===== config.mk =====
export PLATFORM = sky130hd
export DESIGN_NAME = copper_phy_status_irq_enable
export DESIGN_NICKNAME = d
export VERILOG_FILES = /design/src/copper_phy_status_irq_enable.v
export VERILOG_INCLUDE_DIRS = /design/src /design/src/src
export SDC_FILE = /design/constraint.sdc
export NUM_CORES = 1
export LEC_CHECK = 0
export ABC_AREA = 1
export BUFFER_PORTS_ARGS = -buffer_cell sky130_fd_sc_hd__buf_2
export CORE_ASPECT_RATIO = 0.75
export CORE_MARGIN = 8
export CORE_UTILIZATION = 25
export DETAILED_ROUTE_END_ITERATION = 8
export PLACE_DENSITY = 0.38
export REMOVE_ABC_BUFFERS = 1
export SYNTH_ARGS = -nofsm -noshare
export SYNTH_HDL_FRONTEND = slang
export SYNTH_SLANG_ARGS = --single-unit

===== constraint.sdc =====
create_clock -name aclk -period 2.7 [get_ports aclk]
set_input_delay 0.27 -clock aclk [delete_from_list [all_inputs] [get_ports aclk]]
set_output_delay 0.27 -clock aclk [all_outputs]
set_load 0.1 [all_outputs]

===== src/copper_status_consts.vh =====
// register offsets, field positions and reset values for the copper status block
`ifndef COPPER_STATUS_CONSTS_VH
`define COPPER_STATUS_CONSTS_VH

`define REG_IDX_STATUS      8'h11
`define REG_IDX_IRQ_EN      8'h12
`define REG_ADDR_STATUS     8'h44
`define REG_ADDR_IRQ_EN     8'h48
`define REG_ADDR_EVT_STAT   8'h80
`define REG_ADDR_EVT_MASK   8'h84
`define REG_ADDR_CTRL       8'h88

`define ST_SPEED_HI         15
`define ST_SPEED_LO         14
`define ST_DUPLEX           13
`define ST_PAGE_RX          12
`define ST_RESOLVED         11
`define ST_LINK_RT          10
`define ST_TX_PAUSE         9
`define ST_RX_PAUSE         8
`define ST_MDIX             6
`define ST_DOWNSHIFT        5
`define ST_ENERGY           4
`define ST_LINK_GLOBAL      3
`define ST_POLARITY         1
`define ST_JABBER           0

`define SPEED_RESET         2'h2
`define MDIX_RESET          1'h1
`define IRQ_EN_RESET        16'h0000
`define IRQ_EN_WMASK        16'hFF7B

`define CTRL_ANEG_EN        0
`define CTRL_POL_DIS        1
`define CTRL_SW_RESET       2
`define CTRL_XOVER_LO       4
`define CTRL_XOVER_HI       5
`define XOVER_MANUAL_MDI    2'h0
`define XOVER_MANUAL_MDIX   2'h1

`define EVT_ANEG_ERR        15
`define EVT_SPEED_CHG       14
`define EVT_DUPLEX_CHG      13
`define EVT_PAGE_RX         12
`define EVT_ANEG_DONE       11
`define EVT_LINK_CHG        10
`define EVT_SYMBOL_ERR      9
`define EVT_FALSE_CARRIER   8
`define EVT_XOVER_CHG       6
`define EVT_DOWNSHIFT       5
`define EVT_ENERGY_CHG      4
`define EVT_FLP_NO_LINK     3
`define EVT_POL_CHG         1
`define EVT_JABBER          0

`define AXI_RESP_OKAY       2'h0
`define AXI_RESP_SLVERR     2'h2

`endif


===== src/copper_phy_status_irq_enable.v =====
// copper status register, interrupt enables and event flags behind an axi4-lite slave
`timescale 1ns/10ps
`include "copper_status_consts.vh"

module copper_phy_status_irq_enable (
    input  wire        aclk,
    input  wire        aresetn,
    input  wire [7:0]  s_axi_awaddr,
    input  wire        s_axi_awvalid,
    output reg         s_axi_awready,
    input  wire [31:0] s_axi_wdata,
    input  wire [3:0]  s_axi_wstrb,
    input  wire        s_axi_wvalid,
    output reg         s_axi_wready,
    output reg  [1:0]  s_axi_bresp,
    output reg         s_axi_bvalid,
    input  wire        s_axi_bready,
    input  wire [7:0]  s_axi_araddr,
    input  wire        s_axi_arvalid,
    output reg         s_axi_arready,
    output reg  [31:0] s_axi_rdata,
    output reg  [1:0]  s_axi_rresp,
    output reg         s_axi_rvalid,
    input  wire        s_axi_rready,
    input  wire [1:0]  phy_speed,
    input  wire        phy_duplex,
    input  wire        phy_aneg_complete,
    input  wire        phy_page_rx,
    input  wire        phy_link_rt,
    input  wire        phy_link_global,
    input  wire        phy_tx_pause,
    input  wire        phy_rx_pause,
    input  wire        phy_mdix_auto,
    input  wire        phy_downshift,
    input  wire        phy_energy_sleep,
    input  wire        phy_polarity_rev,
    input  wire        phy_jabber,
    input  wire        phy_ms_fault,
    input  wire        phy_pd_fault,
    input  wire        phy_no_hcd,
    input  wire        phy_symbol_err,
    input  wire        phy_false_carrier,
    output reg         irq
);

    // two-flop synchronisers for all phy-side levels
    localparam NIN = 19;
    wire [NIN-1:0] pin_raw = {phy_speed, phy_duplex, phy_aneg_complete, phy_page_rx,
                              phy_link_rt, phy_link_global, phy_tx_pause, phy_rx_pause,
                              phy_mdix_auto, phy_downshift, phy_energy_sleep,
                              phy_polarity_rev, phy_jabber, phy_ms_fault, phy_pd_fault,
                              phy_no_hcd, phy_symbol_err, phy_false_carrier};
    reg  [NIN-1:0] sync1_reg;
    reg  [NIN-1:0] sync2_reg;
    always @(posedge aclk) begin
        if (!aresetn) begin
            sync1_reg <= {NIN{1'b0}};
            sync2_reg <= {NIN{1'b0}};
        end else begin
            sync1_reg <= pin_raw;
            sync2_reg <= sync1_reg;
        end
    end
    wire [1:0] s_speed      = sync2_reg[18:17];
    wire       s_duplex     = sync2_reg[16];
    wire       s_aneg_done  = sync2_reg[15];
    wire       s_page_rx    = sync2_reg[14];
    wire       s_link_rt    = sync2_reg[13];
    wire       s_link_glb   = sync2_reg[12];
    wire       s_tx_pause   = sync2_reg[11];
    wire       s_rx_pause   = sync2_reg[10];
    wire       s_mdix_auto  = sync2_reg[9];
    wire       s_downshift  = sync2_reg[8];
    wire       s_energy     = sync2_reg[7];
    wire       s_pol_rev    = sync2_reg[6];
    wire       s_jabber     = sync2_reg[5];
    wire       s_ms_fault   = sync2_reg[4];
    wire       s_pd_fault   = sync2_reg[3];
    wire       s_no_hcd     = sync2_reg[2];
    wire       s_sym_err    = sync2_reg[1];
    wire       s_false_car  = sync2_reg[0];

    // control register: aneg enable, polarity disable, soft reset, crossover mode
    reg  [5:0]  ctrl_reg;
    reg  [1:0]  xover_active_reg;
    reg         soft_rst_reg;
    reg  [15:0] status_reg;
    reg  [15:0] irq_en_reg;
    reg  [15:0] evt_stat_reg;
    reg  [15:0] evt_mask_reg;
    reg  [15:0] prev_reg;
    reg         page_latch_reg;

    wire aneg_en  = ctrl_reg[`CTRL_ANEG_EN];
    wire resolved = aneg_en ? s_aneg_done : 1'b1;
    wire manual   = (xover_active_reg == `XOVER_MANUAL_MDI) ||
                    (xover_active_reg == `XOVER_MANUAL_MDIX);
    wire mdix_now = manual ? xover_active_reg[0] : s_mdix_auto;
    wire pol_now  = s_pol_rev & ~ctrl_reg[`CTRL_POL_DIS];

    // write channel: address and data taken in any order, answer after both
    reg  [7:0]  waddr_reg;
    reg  [31:0] wdata_reg;
    reg  [3:0]  wstrb_reg;
    reg         aw_have_reg;
    reg         w_have_reg;
    wire        aw_take = s_axi_awvalid & s_axi_awready;
    wire        w_take  = s_axi_wvalid & s_axi_wready;
    wire        wr_go   = aw_have_reg & w_have_reg & ~s_axi_bvalid;
    wire        rd_take = s_axi_arvalid & s_axi_arready;

    // byte-lane merge of a 16-bit register
    function [15:0] merge16;
        input [15:0] old;
        input [31:0] data;
        input [3:0]  strb;
        begin
            merge16 = old;
            if (strb[0])
                merge16[7:0] = data[7:0];
            if (strb[1])
                merge16[15:8] = data[15:8];
        end
    endfunction

    wire wr_en_hit  = wr_go & (waddr_reg == `REG_ADDR_IRQ_EN);
    wire wr_st_hit  = wr_go & (waddr_reg == `REG_ADDR_EVT_STAT);
    wire wr_mk_hit  = wr_go & (waddr_reg == `REG_ADDR_EVT_MASK);
    wire wr_ct_hit  = wr_go & (waddr_reg == `REG_ADDR_CTRL);
    wire rd_st_hit  = rd_take & (s_axi_araddr == `REG_ADDR_STATUS);
    wire wr_mapped  = (waddr_reg == `REG_ADDR_STATUS) | (waddr_reg == `REG_ADDR_IRQ_EN) |
                      (waddr_reg == `REG_ADDR_EVT_STAT) | (waddr_reg == `REG_ADDR_EVT_MASK) |
                      (waddr_reg == `REG_ADDR_CTRL);

    // event sources
    wire aneg_err = s_ms_fault | s_pd_fault | s_no_hcd |
                    (resolved & aneg_en & ~s_link_glb);
    reg  [15:0] evt_now;
    always @* begin
        evt_now = 16'h0000;
        evt_now[`EVT_ANEG_ERR]      = aneg_err & ~prev_reg[`EVT_ANEG_ERR];
        evt_now[`EVT_SPEED_CHG]     = resolved & (s_speed != status_reg[15:14]);
        evt_now[`EVT_DUPLEX_CHG]    = resolved & (s_duplex != status_reg[`ST_DUPLEX]);
        evt_now[`EVT_PAGE_RX]       = s_page_rx & ~prev_reg[`EVT_PAGE_RX];
        evt_now[`EVT_ANEG_DONE]     = s_aneg_done & ~prev_reg[`EVT_ANEG_DONE];
        evt_now[`EVT_LINK_CHG]      = s_link_rt != status_reg[`ST_LINK_RT];
        evt_now[`EVT_SYMBOL_ERR]    = s_sym_err & ~prev_reg[`EVT_SYMBOL_ERR];
        evt_now[`EVT_FALSE_CARRIER] = s_false_car & ~prev_reg[`EVT_FALSE_CARRIER];
        evt_now[`EVT_XOVER_CHG]     = mdix_now != status_reg[`ST_MDIX];
        evt_now[`EVT_DOWNSHIFT]     = s_downshift & ~status_reg[`ST_DOWNSHIFT];
        evt_now[`EVT_ENERGY_CHG]    = s_energy != status_reg[`ST_ENERGY];
        evt_now[`EVT_FLP_NO_LINK]   = s_aneg_done & ~s_link_glb & ~prev_reg[`EVT_FLP_NO_LINK];
        evt_now[`EVT_POL_CHG]       = pol_now != status_reg[`ST_POLARITY];
        evt_now[`EVT_JABBER]        = s_jabber & ~status_reg[`ST_JABBER];
    end

    always @(posedge aclk) begin
        if (!aresetn) begin
            prev_reg <= 16'h0000;
        end else begin
            prev_reg[`EVT_ANEG_ERR]      <= aneg_err;
            prev_reg[`EVT_PAGE_RX]       <= s_page_rx;
            prev_reg[`EVT_ANEG_DONE]     <= s_aneg_done;
            prev_reg[`EVT_SYMBOL_ERR]    <= s_sym_err;
            prev_reg[`EVT_FALSE_CARRIER] <= s_false_car;
            prev_reg[`EVT_FLP_NO_LINK]   <= s_aneg_done & ~s_link_glb;
        end
    end

    // status snapshot; speed, duplex and crossover keep their value across soft reset
    always @(posedge aclk) begin
        if (!aresetn) begin
            status_reg                 <= 16'h0000;
            status_reg[15:14]          <= `SPEED_RESET;
            status_reg[`ST_MDIX]       <= `MDIX_RESET;
            page_latch_reg             <= 1'b0;
        end else if (soft_rst_reg) begin
            status_reg[12:7]           <= 6'h00;
            status_reg[5:0]            <= 6'h00;
            page_latch_reg             <= 1'b0;
        end else begin
            status_reg[15:14]          <= s_speed;
            status_reg[`ST_DUPLEX]     <= s_duplex;
            status_reg[`ST_RESOLVED]   <= resolved;
            status_reg[`ST_LINK_RT]    <= s_link_rt;
            status_reg[`ST_TX_PAUSE]   <= s_tx_pause;
            status_reg[`ST_RX_PAUSE]   <= s_rx_pause;
            status_reg[`ST_MDIX]       <= mdix_now;
            status_reg[`ST_DOWNSHIFT]  <= s_downshift;
            status_reg[`ST_ENERGY]     <= s_energy;
            status_reg[`ST_LINK_GLOBAL] <= s_link_glb;
            status_reg[`ST_POLARITY]   <= pol_now;
            status_reg[`ST_JABBER]     <= s_jabber;
            // a new page wins over the clear of the read that returns it
            if (evt_now[`EVT_PAGE_RX])
                page_latch_reg <= 1'b1;
            else if (rd_st_hit)
                page_latch_reg <= 1'b0;
        end
    end

    // registers written by software
    always @(posedge aclk) begin
        if (!aresetn) begin
            irq_en_reg       <= `IRQ_EN_RESET;
            evt_stat_reg     <= 16'h0000;
            evt_mask_reg     <= 16'h0000;
            ctrl_reg         <= 6'h31;
            xover_active_reg <= 2'h3;
            soft_rst_reg     <= 1'b0;
            irq              <= 1'b0;
        end else begin
            soft_rst_reg <= wr_ct_hit & wstrb_reg[0] & wdata_reg[`CTRL_SW_RESET];
            if (soft_rst_reg)
                xover_active_reg <= ctrl_reg[`CTRL_XOVER_HI:`CTRL_XOVER_LO];
            // reserved bits 7 and 2 stay zero whatever software writes
            if (wr_en_hit)
                irq_en_reg <= merge16(irq_en_reg, wdata_reg, wstrb_reg) &
                              `IRQ_EN_WMASK;
            if (wr_mk_hit)
                evt_mask_reg <= merge16(evt_mask_reg, wdata_reg, wstrb_reg) &
                                `IRQ_EN_WMASK;
            if (wr_ct_hit && wstrb_reg[0])
                ctrl_reg <= {wdata_reg[5:4], 1'b0, 1'b0, wdata_reg[1:0]};
            // write-one-to-clear; a new event in the same cycle wins
            if (soft_rst_reg)
                evt_stat_reg <= 16'h0000;
            else if (wr_st_hit)
                evt_stat_reg <= (evt_stat_reg &
                                 ~merge16(16'h0000, wdata_reg, wstrb_reg)) |
                                (evt_now & `IRQ_EN_WMASK);
            else
                evt_stat_reg <= evt_stat_reg | (evt_now & `IRQ_EN_WMASK);
            irq <= |(evt_stat_reg & irq_en_reg & ~evt_mask_reg);
        end
    end

    // axi4-lite write path
    always @(posedge aclk) begin
        if (!aresetn) begin
            s_axi_awready <= 1'b1;
            s_axi_wready  <= 1'b1;
            s_axi_bvalid  <= 1'b0;
            s_axi_bresp   <= `AXI_RESP_OKAY;
            aw_have_reg   <= 1'b0;
            w_have_reg    <= 1'b0;
            waddr_reg     <= 8'h00;
            wdata_reg     <= 32'h00000000;
            wstrb_reg     <= 4'h0;
        end else begin
            if (aw_take) begin
                waddr_reg     <= s_axi_awaddr;
                aw_have_reg   <= 1'b1;
                s_axi_awready <= 1'b0;
            end
            if (w_take) begin
                wdata_reg    <= s_axi_wdata;
                wstrb_reg    <= s_axi_wstrb;
                w_have_reg   <= 1'b1;
                s_axi_wready <= 1'b0;
            end
            if (wr_go) begin
                s_axi_bvalid <= 1'b1;
                s_axi_bresp  <= wr_mapped ? `AXI_RESP_OKAY : `AXI_RESP_SLVERR;
                aw_have_reg  <= 1'b0;
                w_have_reg   <= 1'b0;
            end
            if (s_axi_bvalid && s_axi_bready) begin
                s_axi_bvalid  <= 1'b0;
                s_axi_awready <= 1'b1;
                s_axi_wready  <= 1'b1;
            end
        end
    end

    // axi4-lite read path
    always @(posedge aclk) begin
        if (!aresetn) begin
            s_axi_arready <= 1'b1;
            s_axi_rvalid  <= 1'b0;
            s_axi_rdata   <= 32'h00000000;
            s_axi_rresp   <= `AXI_RESP_OKAY;
        end else begin
            if (rd_take) begin
                s_axi_arready <= 1'b0;
                s_axi_rvalid  <= 1'b1;
                s_axi_rresp   <= `AXI_RESP_OKAY;
                case (s_axi_araddr)
                    `REG_ADDR_STATUS:
                        s_axi_rdata <= {16'h0000, status_reg[15:13], page_latch_reg,
                                        status_reg[11:0]};
                    `REG_ADDR_IRQ_EN:   s_axi_rdata <= {16'h0000, irq_en_reg};
                    `REG_ADDR_EVT_STAT: s_axi_rdata <= {16'h0000, evt_stat_reg};
                    `REG_ADDR_EVT_MASK: s_axi_rdata <= {16'h0000, evt_mask_reg};
                    `REG_ADDR_CTRL:     s_axi_rdata <= {26'h0000000, ctrl_reg};
                    default: begin
                        s_axi_rdata <= 32'h00000000;
                        s_axi_rresp <= `AXI_RESP_SLVERR;
                    end
                endcase
            end
            if (s_axi_rvalid && s_axi_rready) begin
                s_axi_rvalid  <= 1'b0;
                s_axi_arready <= 1'b1;
            end
        end
    end

endmodule // copper_phy_status_irq_enable


==> metrics.md <==
| Metric | Value |
|---|---|
| CTS H-tree depth | `4` |
| Fin util | `between 30% and 40%` |
| RePlAce Congestion | `between 0.7 and 0.8` |
| # diodes | `0` |
| DR vias | `between 5000 and 6000` |
| Post-CTS Hold Fix Bufs | `0` |
| Worst Setup SP | `s_axi_bvalid$_SDFFE_PP0N_` |
| Cell count after placement | `1279` |
| Crit path capture | `irq_en_reg[0]$_SDFFE_PN0P_` |
| Fin crit share | `~64%` |
| Fillers | `around 2900` |
| Routed WL | `~20 mm` |
| WL/cell | `around 15 µm` |
| DP Area | `around 7200 µm²` |
| Worst-Margin Slew | `between 0.6 and 0.7 ns` |
| Largest net degree at the start of global routing | `111` |
| R2R Setup Slk | `between 0.9 and 1 ns` |
| Finished Cell Area | `approximately 7900 µm²` |
| Bufs on Longest Clock Path | `2` |
| Worst clock skew | `0.0107 ns` |
| CP cell instances | `inv_2, nand3_2, nor2_2, inv_4, nor2_2, o21ai_0, a21oi_1` |
| ANT nets after route | `0` |
| Pre-antenna DRT Iters | `4` |
| PwrDens | `714 nW/µm²` |
| Slew margin rel. | `56.8%` |
| Port Buffers | `between 80 and 90` |
| R2R Path Start | `s_axi_bvalid$_SDFFE_PP0N_` |
| Yosys reg bits | `roughly 160` |
| VDD IR max | `~0.43 mV` |
| Initial Utilization | `approximately a quarter` |
| Fin Setup TNS | `0 ns` |
| Worst-Skew Late Latency | `approximately 0.43 ns` |
| DR iter-0 viols | `between 200 and 250` |
| FF/Latch Area | `3220 µm²` |
| Reg clk slew, reported paths | `~0.07 ns` |
| Final cell count without fillers | `approximately 1300` |
| Cell Area, Synth | `~6500 µm²` |
| Root Buffer | `clkbuf_16` |
| CP Class | `reg -> reg` |
| Startpoint Class | `register` |
| CP max stage delay | `between 0.4 and 0.5 ns` |
| Worst r2r path cells | `7` |
| Fin nets | `1032` |
| Multi-input logic area | `around 2700 µm²` |
| Pins Over Slew Limit | `0` |
| CP max stage cell | `nor2_2` |
| Worst Path Arrival | `around 2.1 ns` |
| CTS tree | `built` |
| Syn-to-layout area delta | `20.2%` |
| Post-synthesis cell type count | `37` |
| Io pins | `between 100 and 150` |
| # Max-Cap Violations | `0` |
| Final Hold Fails | `0` |
| Total CTS buffers | `17` |
| Hold WS | `between 0.02 and 0.03 ns` |
| Status | `complete, no violations` |
| Worst Setup End Kind | `register` |
| Share of cells above drive strength 1 | `between 10% and 20%` |
| Final Critical Period | `1.73 ns` |
| Top cell by count, worst path | `nor2_2` |
| Worst Hold Class | `in -> reg` |
| Core Footprint | `25800 µm²` |
| Tot Pwr | `5.61 mW` |
| Post-CTS resize count | `0` |
| Clk sinks | `about 160` |
| Yosys synthesis warning count | `0` |
| DIE HEIGHT | `~160 µm` |
| Buffers inserted by post-CTS timing repair | `0` |
| Mean post-synth cell area | `around 7.5 µm²` |
| Critical path required time | `between 3 and 4 ns` |
| Max Fclk | `roughly 580 MHz` |
| Core Rows | `51` |
| Post-DP HPWL | `~14 mm` |
| DRC | `0` |
| Post-synthesis sequential area ratio | `49.3%` |
| Final setup viols | `0` |
| Die area | `31600 µm²` |
| LEAKAGE | `about 3.8 nW` |
| Synth Instances | `876` |
| Die width | `203 µm` |
| Reg2reg end | `irq_en_reg[0]$_SDFFE_PN0P_` |
| RSZ-0062 raised after global routing | `false` |
| CP Max Fanout | `11` |
| Final worst setup slack | `0.966 ns` |
| Number of vias per cell | `4.15` |
| Vias in the first global route | `5495` |
| Antenna violations before repair | `0` |
| Overflow left after global routing | `0` |
| All-Layer GR Usage | `approximately an eighth` |
| First-pass GRT wire length | `between 30 and 40 mm` |
| Setup slack at placement | `approximately 0.89 ns` |
-- logic make-up after synthesis --
logic type      count (synthesis)  share of synthesized area (%)
simple gates                  382                           25.2
compound gates                166                           13.7
flops                         161                           49.3
buf+inv                       160                           10.9
xor+xnor                        6                          0.804
other cells                     1                         0.0574
-- cell usage in the layout (no fill, tap or decap), types with 5 or more instances in the layout --
| cell type | instances |
|---|---|
| dfxtp_1 | 161 |
| nor2_1 | 96 |
| clkbuf_16 | 17 |
| conb_1 | 18 |
| nor3_1 | 8 |
| inv_2 | 8 |
| nand2_1 | 198 |
| buf_4 | 14 |
| nor2_4 | 5 |
| nor2_2 | 7 |
| a21oi_1 | 58 |
| nand3_1 | 54 |
| o22ai_1 | 10 |
| buf_2 | 82 |
| inv_1 | 96 |
| o21ai_1 | 6 |
| o21ai_0 | 78 |
-- critical path, delay by kind of cell, from the launching register on --
family | cells | cell delay (ns)
buffers and inverters | 2 | 0.16
DFF | 1 | 0.33
AOI/OAI and AO/OA | 2 | 0.29
and+or+nand+nor | 3 | 0.88
-- synth_stat cells, drive strengths merged --
cell / instances / area, µm²
o21a: 1 / 7.51
nor3: 8 / 40.0
o21ai: 84 / 420
conb: 1 / 3.75
o22ai: 10 / 62.6
nand3: 59 / 328
and2: 4 / 25.0
a21oi: 62 / 325
buf: 36 / 243
inv: 105 / 397
nand3b: 1 / 7.51
or2: 1 / 6.26
xor2: 4 / 35.0
a211oi: 3 / 37.5
a31oi: 2 / 12.5
a21boi: 1 / 7.51
xnor2: 2 / 17.5
dfxtp: 161 / 3220
nor2: 109 / 480
nand4: 1 / 6.26
o211ai: 3 / 22.5
clkbuf: 19 / 71.3
nand2: 199 / 754
-- area by class of cell --
| class | instances | share of cell area, % |
|---|---|---|
| timing repair buffer | 97 | 6.82 |
| multi-input combinational | 572 | 33.9 |
| sequential | 161 | 41.0 |
| tap | 344 | 5.48 |
| clock inverter | 13 | 1.94 |
| clock buffer | 19 | 5.77 |
| inverter | 105 | 5.05 |
-- metal layers --
| layer | part of all wire [%] | vias up | GRT usage, % |
|---|---|---|---|
| met3 | 5.2 | 6 | 3.63 |
| li1 | - | 2901 | - |
| met2 | 42 | 95 | 18.7 |
| met4 | 0.55 | 0 | 3.10 |
| met1 | 53 | 2433 | 18.4 |
| met5 | 0 | - | 0 |
-- worst min path at each step --
| stage | from | end | depth (start not counted) |
|---|---|---|---|
| after floorplan | aresetn | xover_active_reg[0]$_SDFFE_PN1P_ | 1 |
| after global placement | sync1_reg[10]$_SDFF_PN0_ | sync2_reg[10]$_SDFF_PN0_ | 2 |
| after detailed placement | sync1_reg[15]$_SDFF_PN0_ | sync2_reg[15]$_SDFF_PN0_ | 2 |
| after CTS | phy_link_rt | sync1_reg[13]$_SDFF_PN0_ | 3 |
| after global routing | phy_ms_fault | sync1_reg[4]$_SDFF_PN0_ | 3 |
| final | phy_duplex | sync1_reg[16]$_SDFF_PN0_ | 3 |
-- power by group --
| group | leakage, nW | switching [mW] | internal [mW] | total (mW) |
|---|---|---|---|---|
| sequential | 1.32 | 0.0705 | 2.48 | 2.55 |
| clock | 0.292 | 1.05 | 1.43 | 2.48 |
| combinational | 2.16 | 0.449 | 0.136 | 0.586 |
No activity file was read; power rests on OpenSTA's default activity.
